--- config.mk ---
export PLATFORM = sky130hd
export DESIGN_NAME = fcp_ctrl
export DESIGN_NICKNAME = d
export VERILOG_FILES = /design/src/design/fcp_rst_sync.v /design/src/design/fcp_prot_check.v /design/src/design/fcp_ctrl.v
export VERILOG_INCLUDE_DIRS = /design/src /design/src/design
export SDC_FILE = /design/constraint.sdc
export NUM_CORES = 1
export LEC_CHECK = 0
export ABC_AREA = 1
export BUFFER_PORTS_ARGS = -buffer_cell sky130_fd_sc_hd__buf_2
export CAP_MARGIN = 20
export CELL_PAD_IN_SITES_DETAIL_PLACEMENT = 1
export CELL_PAD_IN_SITES_GLOBAL_PLACEMENT = 2
export CORE_ASPECT_RATIO = 1.5
export CORE_MARGIN = 10
export CORE_UTILIZATION = 28
export CTS_CLUSTER_DIAMETER = 40
export DETAILED_ROUTE_END_ITERATION = 8
export PLACE_DENSITY_LB_ADDON = 0.12
export SLEW_MARGIN = 20
export SYNTH_ARGS = -nofsm -noshare
export SYNTH_HDL_FRONTEND = slang
export SYNTH_SLANG_ARGS = --single-unit
--- constraint.sdc ---
create_clock -name SYS_CLK_IN -period 1.2 [get_ports SYS_CLK_IN]
set_clock_uncertainty 0.15 [all_clocks]
set_input_delay 0.12 -clock SYS_CLK_IN [delete_from_list [all_inputs] [get_ports SYS_CLK_IN]]
set_output_delay 0.12 -clock SYS_CLK_IN [all_outputs]
set_load 0.05 [all_outputs]
--- src/design/fcp_defs.vh ---
// Register map, field positions and reset values of the flash config/protection block
`ifndef FCP_DEFS_VH
`define FCP_DEFS_VH

`define FCP_ADDR_W 4
`define FCP_DATA_W 8

`define FCP_OFS_CONFIG 4'h3
`define FCP_OFS_PROTECTION 4'h4

`define FCP_CFG_BUF_EMPTY_IE 7
`define FCP_CFG_CMD_DONE_IE 6
`define FCP_CFG_KEY_ACCESS 5
`define FCP_CFG_RESET 8'h00
`define FCP_CFG_RW_MASK 8'he0

`define FCP_PROT_OPEN 7
`define FCP_PROT_RSVD 6
`define FCP_PROT_HIGH_DIS 5
`define FCP_PROT_HIGH_SIZE_HI 4
`define FCP_PROT_HIGH_SIZE_LO 3
`define FCP_PROT_LOW_DIS 2
`define FCP_PROT_LOW_SIZE_HI 1
`define FCP_PROT_LOW_SIZE_LO 0
`define FCP_PROT_RESET 8'hbf

`define FCP_SCN_W 3

`endif

--- src/design/fcp_rst_sync.v ---
// Reset release synchroniser: asynchronous assert, two-flop release
`timescale 1ns/1ps
`default_nettype none

module fcp_rst_sync (
  input wire clk_in,
  input wire rst_n_in,
  output wire rst_n_out
);

  reg stage1_reg;
  reg stage2_reg;

  always @(posedge clk_in or negedge rst_n_in) begin
    if (!rst_n_in) begin
      stage1_reg <= 1'b0;
      stage2_reg <= 1'b0;
    end else begin
      stage1_reg <= 1'b1;
      stage2_reg <= stage1_reg;
    end
  end

  assign rst_n_out = stage2_reg;

endmodule // fcp_rst_sync

`default_nettype wire

--- src/design/fcp_prot_check.v ---
// Protection write filter: builds candidate value and checks scenario move
`timescale 1ns/1ps
`default_nettype none
`include "fcp_defs.vh"

module fcp_prot_check (
  input wire [7:0] cur_in,
  input wire [7:0] wdata_in,
  output wire [7:0] next_out,
  output wire allowed_out,
  output wire [2:0] cur_scn_out
);

  // Scenario number from open, high-disable and low-disable bits
  function [2:0] scn_of;
    input [7:0] v;
    begin
      case ({v[`FCP_PROT_OPEN], v[`FCP_PROT_HIGH_DIS], v[`FCP_PROT_LOW_DIS]})
        3'b100: scn_of = 3'h0;
        3'b101: scn_of = 3'h1;
        3'b110: scn_of = 3'h2;
        3'b000: scn_of = 3'h3;
        3'b001: scn_of = 3'h4;
        3'b010: scn_of = 3'h5;
        3'b011: scn_of = 3'h6;
        default: scn_of = 3'h7;
      endcase
    end
  endfunction

  function move_ok;
    input [2:0] from;
    input [2:0] to;
    begin
      case (from)
        3'h0: move_ok = (to <= 3'h3);
        3'h1: move_ok = (to == 3'h1) || (to == 3'h3);
        3'h2: move_ok = (to == 3'h2) || (to == 3'h3);
        3'h3: move_ok = (to == 3'h3);
        3'h4: move_ok = (to == 3'h3) || (to == 3'h4);
        3'h5: move_ok = (to >= 3'h2) && (to <= 3'h5);
        default: move_ok = 1'b1;
      endcase
    end
  endfunction

  wire open_bit;
  wire [1:0] high_size;
  wire [1:0] low_size;

  assign open_bit = cur_in[`FCP_PROT_OPEN] & wdata_in[`FCP_PROT_OPEN];
  assign high_size = cur_in[`FCP_PROT_HIGH_DIS] ?
    wdata_in[`FCP_PROT_HIGH_SIZE_HI:`FCP_PROT_HIGH_SIZE_LO] :
    cur_in[`FCP_PROT_HIGH_SIZE_HI:`FCP_PROT_HIGH_SIZE_LO];
  assign low_size = cur_in[`FCP_PROT_LOW_DIS] ?
    wdata_in[`FCP_PROT_LOW_SIZE_HI:`FCP_PROT_LOW_SIZE_LO] :
    cur_in[`FCP_PROT_LOW_SIZE_HI:`FCP_PROT_LOW_SIZE_LO];

  assign next_out = {open_bit, 1'b0, wdata_in[`FCP_PROT_HIGH_DIS], high_size,
    wdata_in[`FCP_PROT_LOW_DIS], low_size};
  assign allowed_out = move_ok(scn_of(cur_in), scn_of(next_out));
  assign cur_scn_out = scn_of(cur_in);

endmodule // fcp_prot_check

`default_nettype wire

--- src/design/fcp_ctrl.v ---
// Flash configuration and protection register control
//
// The address-and-strobe port was decided locally.
`timescale 1ns/1ps
`default_nettype none
`include "fcp_defs.vh"

module fcp_ctrl #(
  parameter [7:0] PROT_RESET = `FCP_PROT_RESET
) (
  input wire SYS_CLK_IN,
  input wire RESET_N_IN,
  input wire CE_IN,
  input wire [`FCP_ADDR_W-1:0] ADDR_IN,
  input wire [`FCP_DATA_W-1:0] WDATA_IN,
  input wire WR_IN,
  input wire RD_IN,
  output wire [`FCP_DATA_W-1:0] RDATA_OUT,
  input wire CMD_BUF_EMPTY_FLAG_IN,
  input wire CMD_COMPLETE_FLAG_IN,
  input wire BACKDOOR_KEY_ENABLE_IN,
  input wire ARRAY_WR_IN,
  input wire ARRAY_RD_IN,
  output wire CMD_BUF_EMPTY_IRQ_OUT,
  output wire CMD_COMPLETE_IRQ_OUT,
  output wire CMD_SEQ_START_OUT,
  output wire KEY_WORD_WR_OUT,
  output wire ARRAY_RD_INVALID_OUT,
  output wire [2:0] PROT_SCENARIO_OUT,
  output wire [7:0] PROT_VALUE_OUT,
  output wire PROT_WR_REFUSED_OUT
);

  wire rst_n;
  wire [7:0] prot_cand;
  wire prot_ok;
  wire [2:0] prot_scn;

  reg [7:0] cfg_reg;
  reg [7:0] cfg_next;
  reg [7:0] prot_reg;
  reg [7:0] prot_next;
  reg [7:0] rdata_reg;
  reg [7:0] rdata_next;
  reg buf_irq_reg;
  reg done_irq_reg;
  reg seq_start_reg;
  reg key_wr_reg;
  reg rd_invalid_reg;
  reg [2:0] scn_reg;
  reg refused_reg;
  reg refused_next;

  // Register decode shared by read and write paths
  function sel_cfg;
    input [`FCP_ADDR_W-1:0] a;
    begin
      sel_cfg = (a == `FCP_OFS_CONFIG);
    end
  endfunction

  function sel_prot;
    input [`FCP_ADDR_W-1:0] a;
    begin
      sel_prot = (a == `FCP_OFS_PROTECTION);
    end
  endfunction

  fcp_rst_sync u_rst_sync (
    .clk_in(SYS_CLK_IN),
    .rst_n_in(RESET_N_IN),
    .rst_n_out(rst_n)
  );

  fcp_prot_check u_prot_check (
    .cur_in(prot_reg),
    .wdata_in(WDATA_IN),
    .next_out(prot_cand),
    .allowed_out(prot_ok),
    .cur_scn_out(prot_scn)
  );

  // Configuration write: interrupt enables always, key access gated
  always @* begin
    cfg_next = cfg_reg;
    if (WR_IN && sel_cfg(ADDR_IN)) begin
      cfg_next[`FCP_CFG_BUF_EMPTY_IE] = WDATA_IN[`FCP_CFG_BUF_EMPTY_IE];
      cfg_next[`FCP_CFG_CMD_DONE_IE] = WDATA_IN[`FCP_CFG_CMD_DONE_IE];
      if (BACKDOOR_KEY_ENABLE_IN) begin
        cfg_next[`FCP_CFG_KEY_ACCESS] = WDATA_IN[`FCP_CFG_KEY_ACCESS];
      end
    end
    cfg_next = cfg_next & `FCP_CFG_RW_MASK;
  end

  // Protection write: whole write dropped on a refused move
  always @* begin
    prot_next = prot_reg;
    refused_next = 1'b0;
    if (WR_IN && sel_prot(ADDR_IN)) begin
      if (prot_ok) begin
        prot_next = prot_cand;
      end else begin
        refused_next = 1'b1;
      end
    end
  end

  // Read data valid only in the cycle after the read strobe
  always @* begin
    rdata_next = 8'h00;
    if (RD_IN) begin
      if (sel_cfg(ADDR_IN)) begin
        rdata_next = cfg_reg & `FCP_CFG_RW_MASK;
      end else if (sel_prot(ADDR_IN)) begin
        rdata_next = prot_reg;
      end else begin
        rdata_next = 8'h00;
      end
    end
  end

  always @(posedge SYS_CLK_IN or negedge rst_n) begin
    if (!rst_n) begin
      cfg_reg <= `FCP_CFG_RESET;
      prot_reg <= PROT_RESET;
      rdata_reg <= 8'h00;
      buf_irq_reg <= 1'b0;
      done_irq_reg <= 1'b0;
      seq_start_reg <= 1'b0;
      key_wr_reg <= 1'b0;
      rd_invalid_reg <= 1'b0;
      scn_reg <= 3'h7;
      refused_reg <= 1'b0;
    end else if (CE_IN) begin
      cfg_reg <= cfg_next;
      prot_reg <= prot_next;
      rdata_reg <= rdata_next;
      buf_irq_reg <= cfg_reg[`FCP_CFG_BUF_EMPTY_IE] & CMD_BUF_EMPTY_FLAG_IN;
      done_irq_reg <= cfg_reg[`FCP_CFG_CMD_DONE_IE] & CMD_COMPLETE_FLAG_IN;
      seq_start_reg <= ARRAY_WR_IN & ~cfg_reg[`FCP_CFG_KEY_ACCESS];
      key_wr_reg <= ARRAY_WR_IN & cfg_reg[`FCP_CFG_KEY_ACCESS];
      rd_invalid_reg <= ARRAY_RD_IN & cfg_reg[`FCP_CFG_KEY_ACCESS];
      scn_reg <= prot_scn;
      refused_reg <= refused_next;
    end
  end

  assign RDATA_OUT = rdata_reg;
  assign CMD_BUF_EMPTY_IRQ_OUT = buf_irq_reg;
  assign CMD_COMPLETE_IRQ_OUT = done_irq_reg;
  assign CMD_SEQ_START_OUT = seq_start_reg;
  assign KEY_WORD_WR_OUT = key_wr_reg;
  assign ARRAY_RD_INVALID_OUT = rd_invalid_reg;
  assign PROT_SCENARIO_OUT = scn_reg;
  assign PROT_VALUE_OUT = prot_reg;
  assign PROT_WR_REFUSED_OUT = refused_reg;

endmodule // fcp_ctrl

`default_nettype wire

**Word-level counts from Yosys, hierarchy flattened**

Cells that the tools add are included.
W data, S select, Z words.

- Divide/modulo/power cells: 0
- Bitwise logic cells: 7
- $lt $le $gt $ge: 3
- Add/sub/neg operators: 0
- Reduce and logical (&&, ||, !) cells: 14
- Mux-type cells: 8
- Equality and inequality tests: 23
- Multipliers: 0
- Shift-type cells: 0

Operator list:

| operator | count |
|---|---|
| $pmux W3 S7 | 2 |
| $eq A3 B3 Y1 const B | 9 |
| $eq A3 B2 Y1 const B | 8 |
| $mux W8 | 3 |
| $eq A3 B1 Y1 const B | 4 |
| $logic_not A3 Y1 | 3 |
| $reduce_and A4 Y1 | 2 |
| $and A1 B1 Y1 | 6 |
| $pmux W1 S6 | 1 |
| $reduce_and A3 Y1 | 2 |
| $eq A4 B2 Y1 const B | 1 |
| $eq A4 B3 Y1 const B | 1 |
| $ge A3 B2 Y1 const B | 1 |
| $le A3 B2 Y1 const B | 1 |
| $le A3 B3 Y1 const B | 1 |
| $logic_and A1 B1 Y1 | 3 |
| $logic_or A1 B1 Y1 | 3 |
| $mux W1 | 2 |
| $reduce_and A2 Y1 | 1 |
| $not A1 Y1 | 1 |

- Output and inout bits: 25
- Memory bits (writable): 0
- Bits in registers: 29
- ROM bits: 0
- Memories kept: 0
- Logic and storage cells: 70
- Bits in latches: 0
- Input port bits: 22

**Logic depth before layout (Yosys ltp)**

- Depth after elaboration: 8
- Gate-level depth with buffers: 11
- Depth with buffers taken out: 10

**Cells and area by module**

A second synthesis with hierarchy kept.

- Cell total of the unflattened synthesis: 218
- Area, all modules: 1656.6 um^2

Modules (own cells, without submodules):

| module | sequential area each (um^2) | cells each | times used | area an instance (um^2) |
|---|---|---|---|---|
| fcp_ctrl | 713.2 | 155 | 1 | 1273.7 |
| fcp_prot_check | 0.0 | 60 | 1 | 329.1 |
| fcp_rst_sync | 50.0 | 3 | 1 | 53.8 |

**Worst setup path after synthesis**

No wires, ideal clock.

- Path kind: flip-flop to flip-flop
- Start point: reg prot_reg[2] (netlist: PROT_VALUE_OUT[2])
- End point: reg prot_reg[0] (netlist: PROT_VALUE_OUT[0])
- Setup time: 0.061 ns
- Required time: 0.989 ns
- Path buffers: 1
- Arrival: 1.501 ns
- Cell stages (with the launch flop): 12
- Period minus slack after synthesis: 1.712 ns
- Slack: -0.512 ns
- Cells stage by stage: dfstp_2 buf_6 inv_2 nand2_1 nor2_1 a21oi_1 nand2_1 nand2_2 nand2_4 nand3_1 nand2_1 nand2_1

- Word-level cells in the longest chain between the ends: 5
- Elaborated cells on any way between the ends: 16
- Those cells by class: 11 x eq/ne; 2 x mux; 3 x reduce/logical

RTL lines:

| element | RTL line | source |
|---|---|---|
| from (decl) | fcp_ctrl.v:41 | `reg [7:0] prot_reg;` |
| from (signal assigned) | fcp_ctrl.v:137 | `prot_reg <= prot_next;` |
| $eq A3 B2 Y1, or another cell as far along | fcp_prot_check.v:18 | `` case ({v[`FCP_PROT_OPEN], v[`FCP_PROT_HIGH_DIS], v[`FCP_PROT_LOW_DIS]}) `` |
| $pmux W3 S7 | fcp_prot_check.v:18 |  |
| $eq A3 B3 Y1, or another cell as far along | fcp_prot_check.v:35 | `case (from)` |
| $pmux W1 S6 | fcp_prot_check.v:35 |  |
| $reduce_and A4 Y1 (no source line) (*) | - |  |

Every way passes the cells marked *; elsewhere a longest branch is shown, timed or not.
A chain may end at the register's enable or synchronous reset.

**Final worst setup path**

- Start point: reg prot_reg[7] (netlist: PROT_VALUE_OUT[7])
- End point: reg prot_reg[5] (netlist: PROT_VALUE_OUT[5])

- Word-level cells in the longest chain between the ends: 7
- Elaborated cells on any way between the ends: 36
- Those cells by class: 3 x order compare; 21 x eq/ne; 3 x mux; 1 x bitwise; 8 x reduce/logical

RTL lines:

| element | RTL line | source |
|---|---|---|
| $and A1 B1 Y1 | fcp_prot_check.v:51 | `` assign open_bit = cur_in[`FCP_PROT_OPEN] & wdata_in[`FCP_PROT_OPEN]; `` |
| $eq A3 B2 Y1, or another cell as far along | fcp_prot_check.v:18 |  |
| $pmux W3 S7 | fcp_prot_check.v:18 |  |
| $ge A3 B2 Y1, or another cell as far along | fcp_prot_check.v:41 | `3'h5: move_ok = (to >= 3'h2) && (to <= 3'h5);` |
| $logic_and A1 B1 Y1, or another cell as far along | fcp_prot_check.v:41 |  |
| $pmux W1 S6 (*) | fcp_prot_check.v:35 |  |
| $reduce_and A3 Y1 (no source line) (*) | - |  |

Marked as above.

==> metrics.txt <==
outcome finished, violations left; failing checks negative setup slack; worst path required time 1.27 ns; CP max FO 7; Reg clk slew, reported paths 0.06 ns; M1 GR Usage 11.1%; Root Driver clkbuf_8; Hold Startpoint WDATA_IN[5]; drt first pass iters 4; post-synthesis cell count between 150 and 200; largest family of logic cells by synthesized area simple AND/OR/NAND/NOR gates; Die W between 70 and 80 um; # nets final 274; Yosys reg bits 29; critical path launch point type register; sequential fraction of the synthesis area 53.9%; mux cell area share after synthesis 0%; Final ANT Viol Nets 0; Placed Instance Area between 0.0015 and 0.002 sq mm; HPWL after detailed placement around 3500 um; Reg area 746 sq um; hold depth 4; ANT cells 0; worst hold-check path type input pin to register; most frequent cell after synthesis nand2_1; fin crit period 1.62 ns; Yosys top cell area share between 30% and 40%; Top Usage Layer GRT met2; Cell Count, Final, Fillers Out 319; max FFs per register 8; Leak Pwr 0.00125 uW; met3 usage about 3.2%; VDD IR max 0.651 mV; Critical Path Start PROT_VALUE_OUT[7]; synth top area cells dfrtp_1 (35%), dfstp_2 (19%), nand2_1 (13%); DRC viols 0; max-slew violations 0; Mapped Nets around 180; vias in the first global route 1649; core area approximately 0.0048 sq mm; std cell rows 31; most common library cells after synthesis nand2_1 (47), dfrtp_1 (19), inv_1 (14), nand3_1 (13), dfstp_2 (10); share of cells above drive strength 1 51.0%; synthesized area about 0.0014 sq mm; htree depth 2; die area ~0.008 sq mm; slowest cell delay on critical path ~0.65 ns; DR WL/cell 15.2 um; DP Cell Count 280; Die Height 106 um; Async SR Flop Fraction 100%; met2 Usage GRT between 20% and 30%; Achievable Freq 617 MHz; RSZ-0062 raised after global routing true; final wirelength around 4800 um; CTS tree built; CP arrival 1.69 ns; YS warnings 0; layout filler cell count 576; Port-buffer cells 45; xor-xnor portion of the synthesized cell area 0%; Via density between 4 and 5; final setup vio count 24; Netlist cell types 24; largest net degree at the start of global routing 28; Via Count 1435; later-pin clock latency in the skew report 0.28 ns; GP Congestion between 0.8 and 0.9; critical path endpoint category register; number of max-cap violations 0; Starting Density 28.7%; post-place setup slack -0.471 ns; first-pass GRT wire length 7940 um; Sink Count 29; Post-synth EDFFs 0; gr usage total 12.0%; Tcrit/Tclk final 135%; Simple-Gate Fraction of Synth Area 27.3%; Avg Cell Area, Syn 8.78 sq um; I/O pins 47; Slowest-stage cell, CP dfstp_4; WS Path Type register to register; initial antenna violation count 0; Util after Layout 51.1%; Clock Tree Buf Depth 2; area growth from synthesis to layout 77.9%; Final Cell Area 0.00244 sq mm; ys flop type dfrtp_1; Pwr Density 1110 mW/mm^2; Final Total Pwr 2710 uW; crit path cell chain buf_6 -> nand3_4 -> nand3_2 -> nand2_1 -> nand2_2 -> nand2_4 -> nand2_4 -> nand2_2 -> o21ai_2; total clock buffers created by CTS 5; Adder-Cell Fraction of Synth Area 0%; worst flop-to-flop path startpoint PROT_VALUE_OUT[7]; area of the multi-input gates 642 sq um; DRT iter0 DRCs 69; final hold vios 0; R2R depth 9; worst setup margin -0.420 ns; largest area contributor in the netlist dfrtp_1; grt ovf 0; compound-cell area share of the yosys netlist 10.8%
-- path summary, 6_finish.rpt --
check | slack, ns | to
hold reg to reg | 0.07 | RDATA_OUT[3]
hold / removal | 0.06 | PROT_VALUE_OUT[5]
setup reg to reg | -0.42 | PROT_VALUE_OUT[5]
setup / recovery | -0.42 | PROT_VALUE_OUT[5]
min in group asynchronous | 0.07 | RDATA_OUT[3]
max in group asynchronous | 0.26 | u_rst_sync.rst_n_out
-- area by class of cell --
cell class              count  share of cell area, %
repair buffers             94                   33.4
flip-flops and latches     29                   30.6
multi-input cells         105                   26.3
well taps                  66                   3.39
clock buffers               5                   2.82
inverters                  17                   2.72
clock inverters             3                  0.719
-- report_power, final --
| group | total (uW) | internal (uW) | switching [uW] |
|---|---|---|---|
| combinational | 766 | 320 | 446 |
| clock | 809 | 400 | 410 |
| sequential | 1140 | 1070 | 68.0 |
-- routing by layer --
layer  routed length (um)  part of all wire [%]
met5                    0                     0
met4                   77                   1.6
met3                  210                   4.3
met2                 2810                    58
met1                 1750                    36
-- worst max-delay path, delay by kind of cell (launching register included) --
family / cells / cell delay [ns]
buffers and inverters: 1 / 0.13
flip-flops: 1 / 0.65
AO/OA/AOI/OAI: 1 / 0.05
AND/OR/NAND/NOR: 7 / 0.59
-- logic make-up after synthesis --
logic type	after synthesis
AOI/OAI and AO/OA	23
other	2
and+or+nand+nor	80
DFF	29
buffers and inverters	22
-- repair_timing --
item / CTS / global route
endpoints found under the setup margin: 24 / 32
setup buffers: 10 / 5
pin swaps: 12 / 11
gates resized for setup: 61 / 21
hold endpoints to repair: 18 / 0
hold buffers: 16 / 0
-- per-stage QoR --
| stage | hold WS [ns] | TNS [ns] |
|---|---|---|
| floorplan | -0.326 | -4.59 |
| global placement | -0.245 | -3.72 |
| detailed placement | -0.243 | -4.46 |
| global route | 0.0578 | -7.07 |
| CTS | 0.0534 | -5.26 |
| finish | 0.0568 | -5.57 |
-- layout by cell type (no fill, tap or decap), drive strengths merged --
master / n
o21ai: 11
nor2: 9
clkbuf: 13
a21oi: 4
a32o: 6
dfrtp: 19
inv: 16
dfstp: 10
clkinv: 3
dlygate4sd3: 16
nand2: 51
conb: 2
nand4: 6
o22ai: 1
nand3: 14
a31oi: 1
clkinvlp: 1
buf: 70
Power figures use the tool's default switching activity.
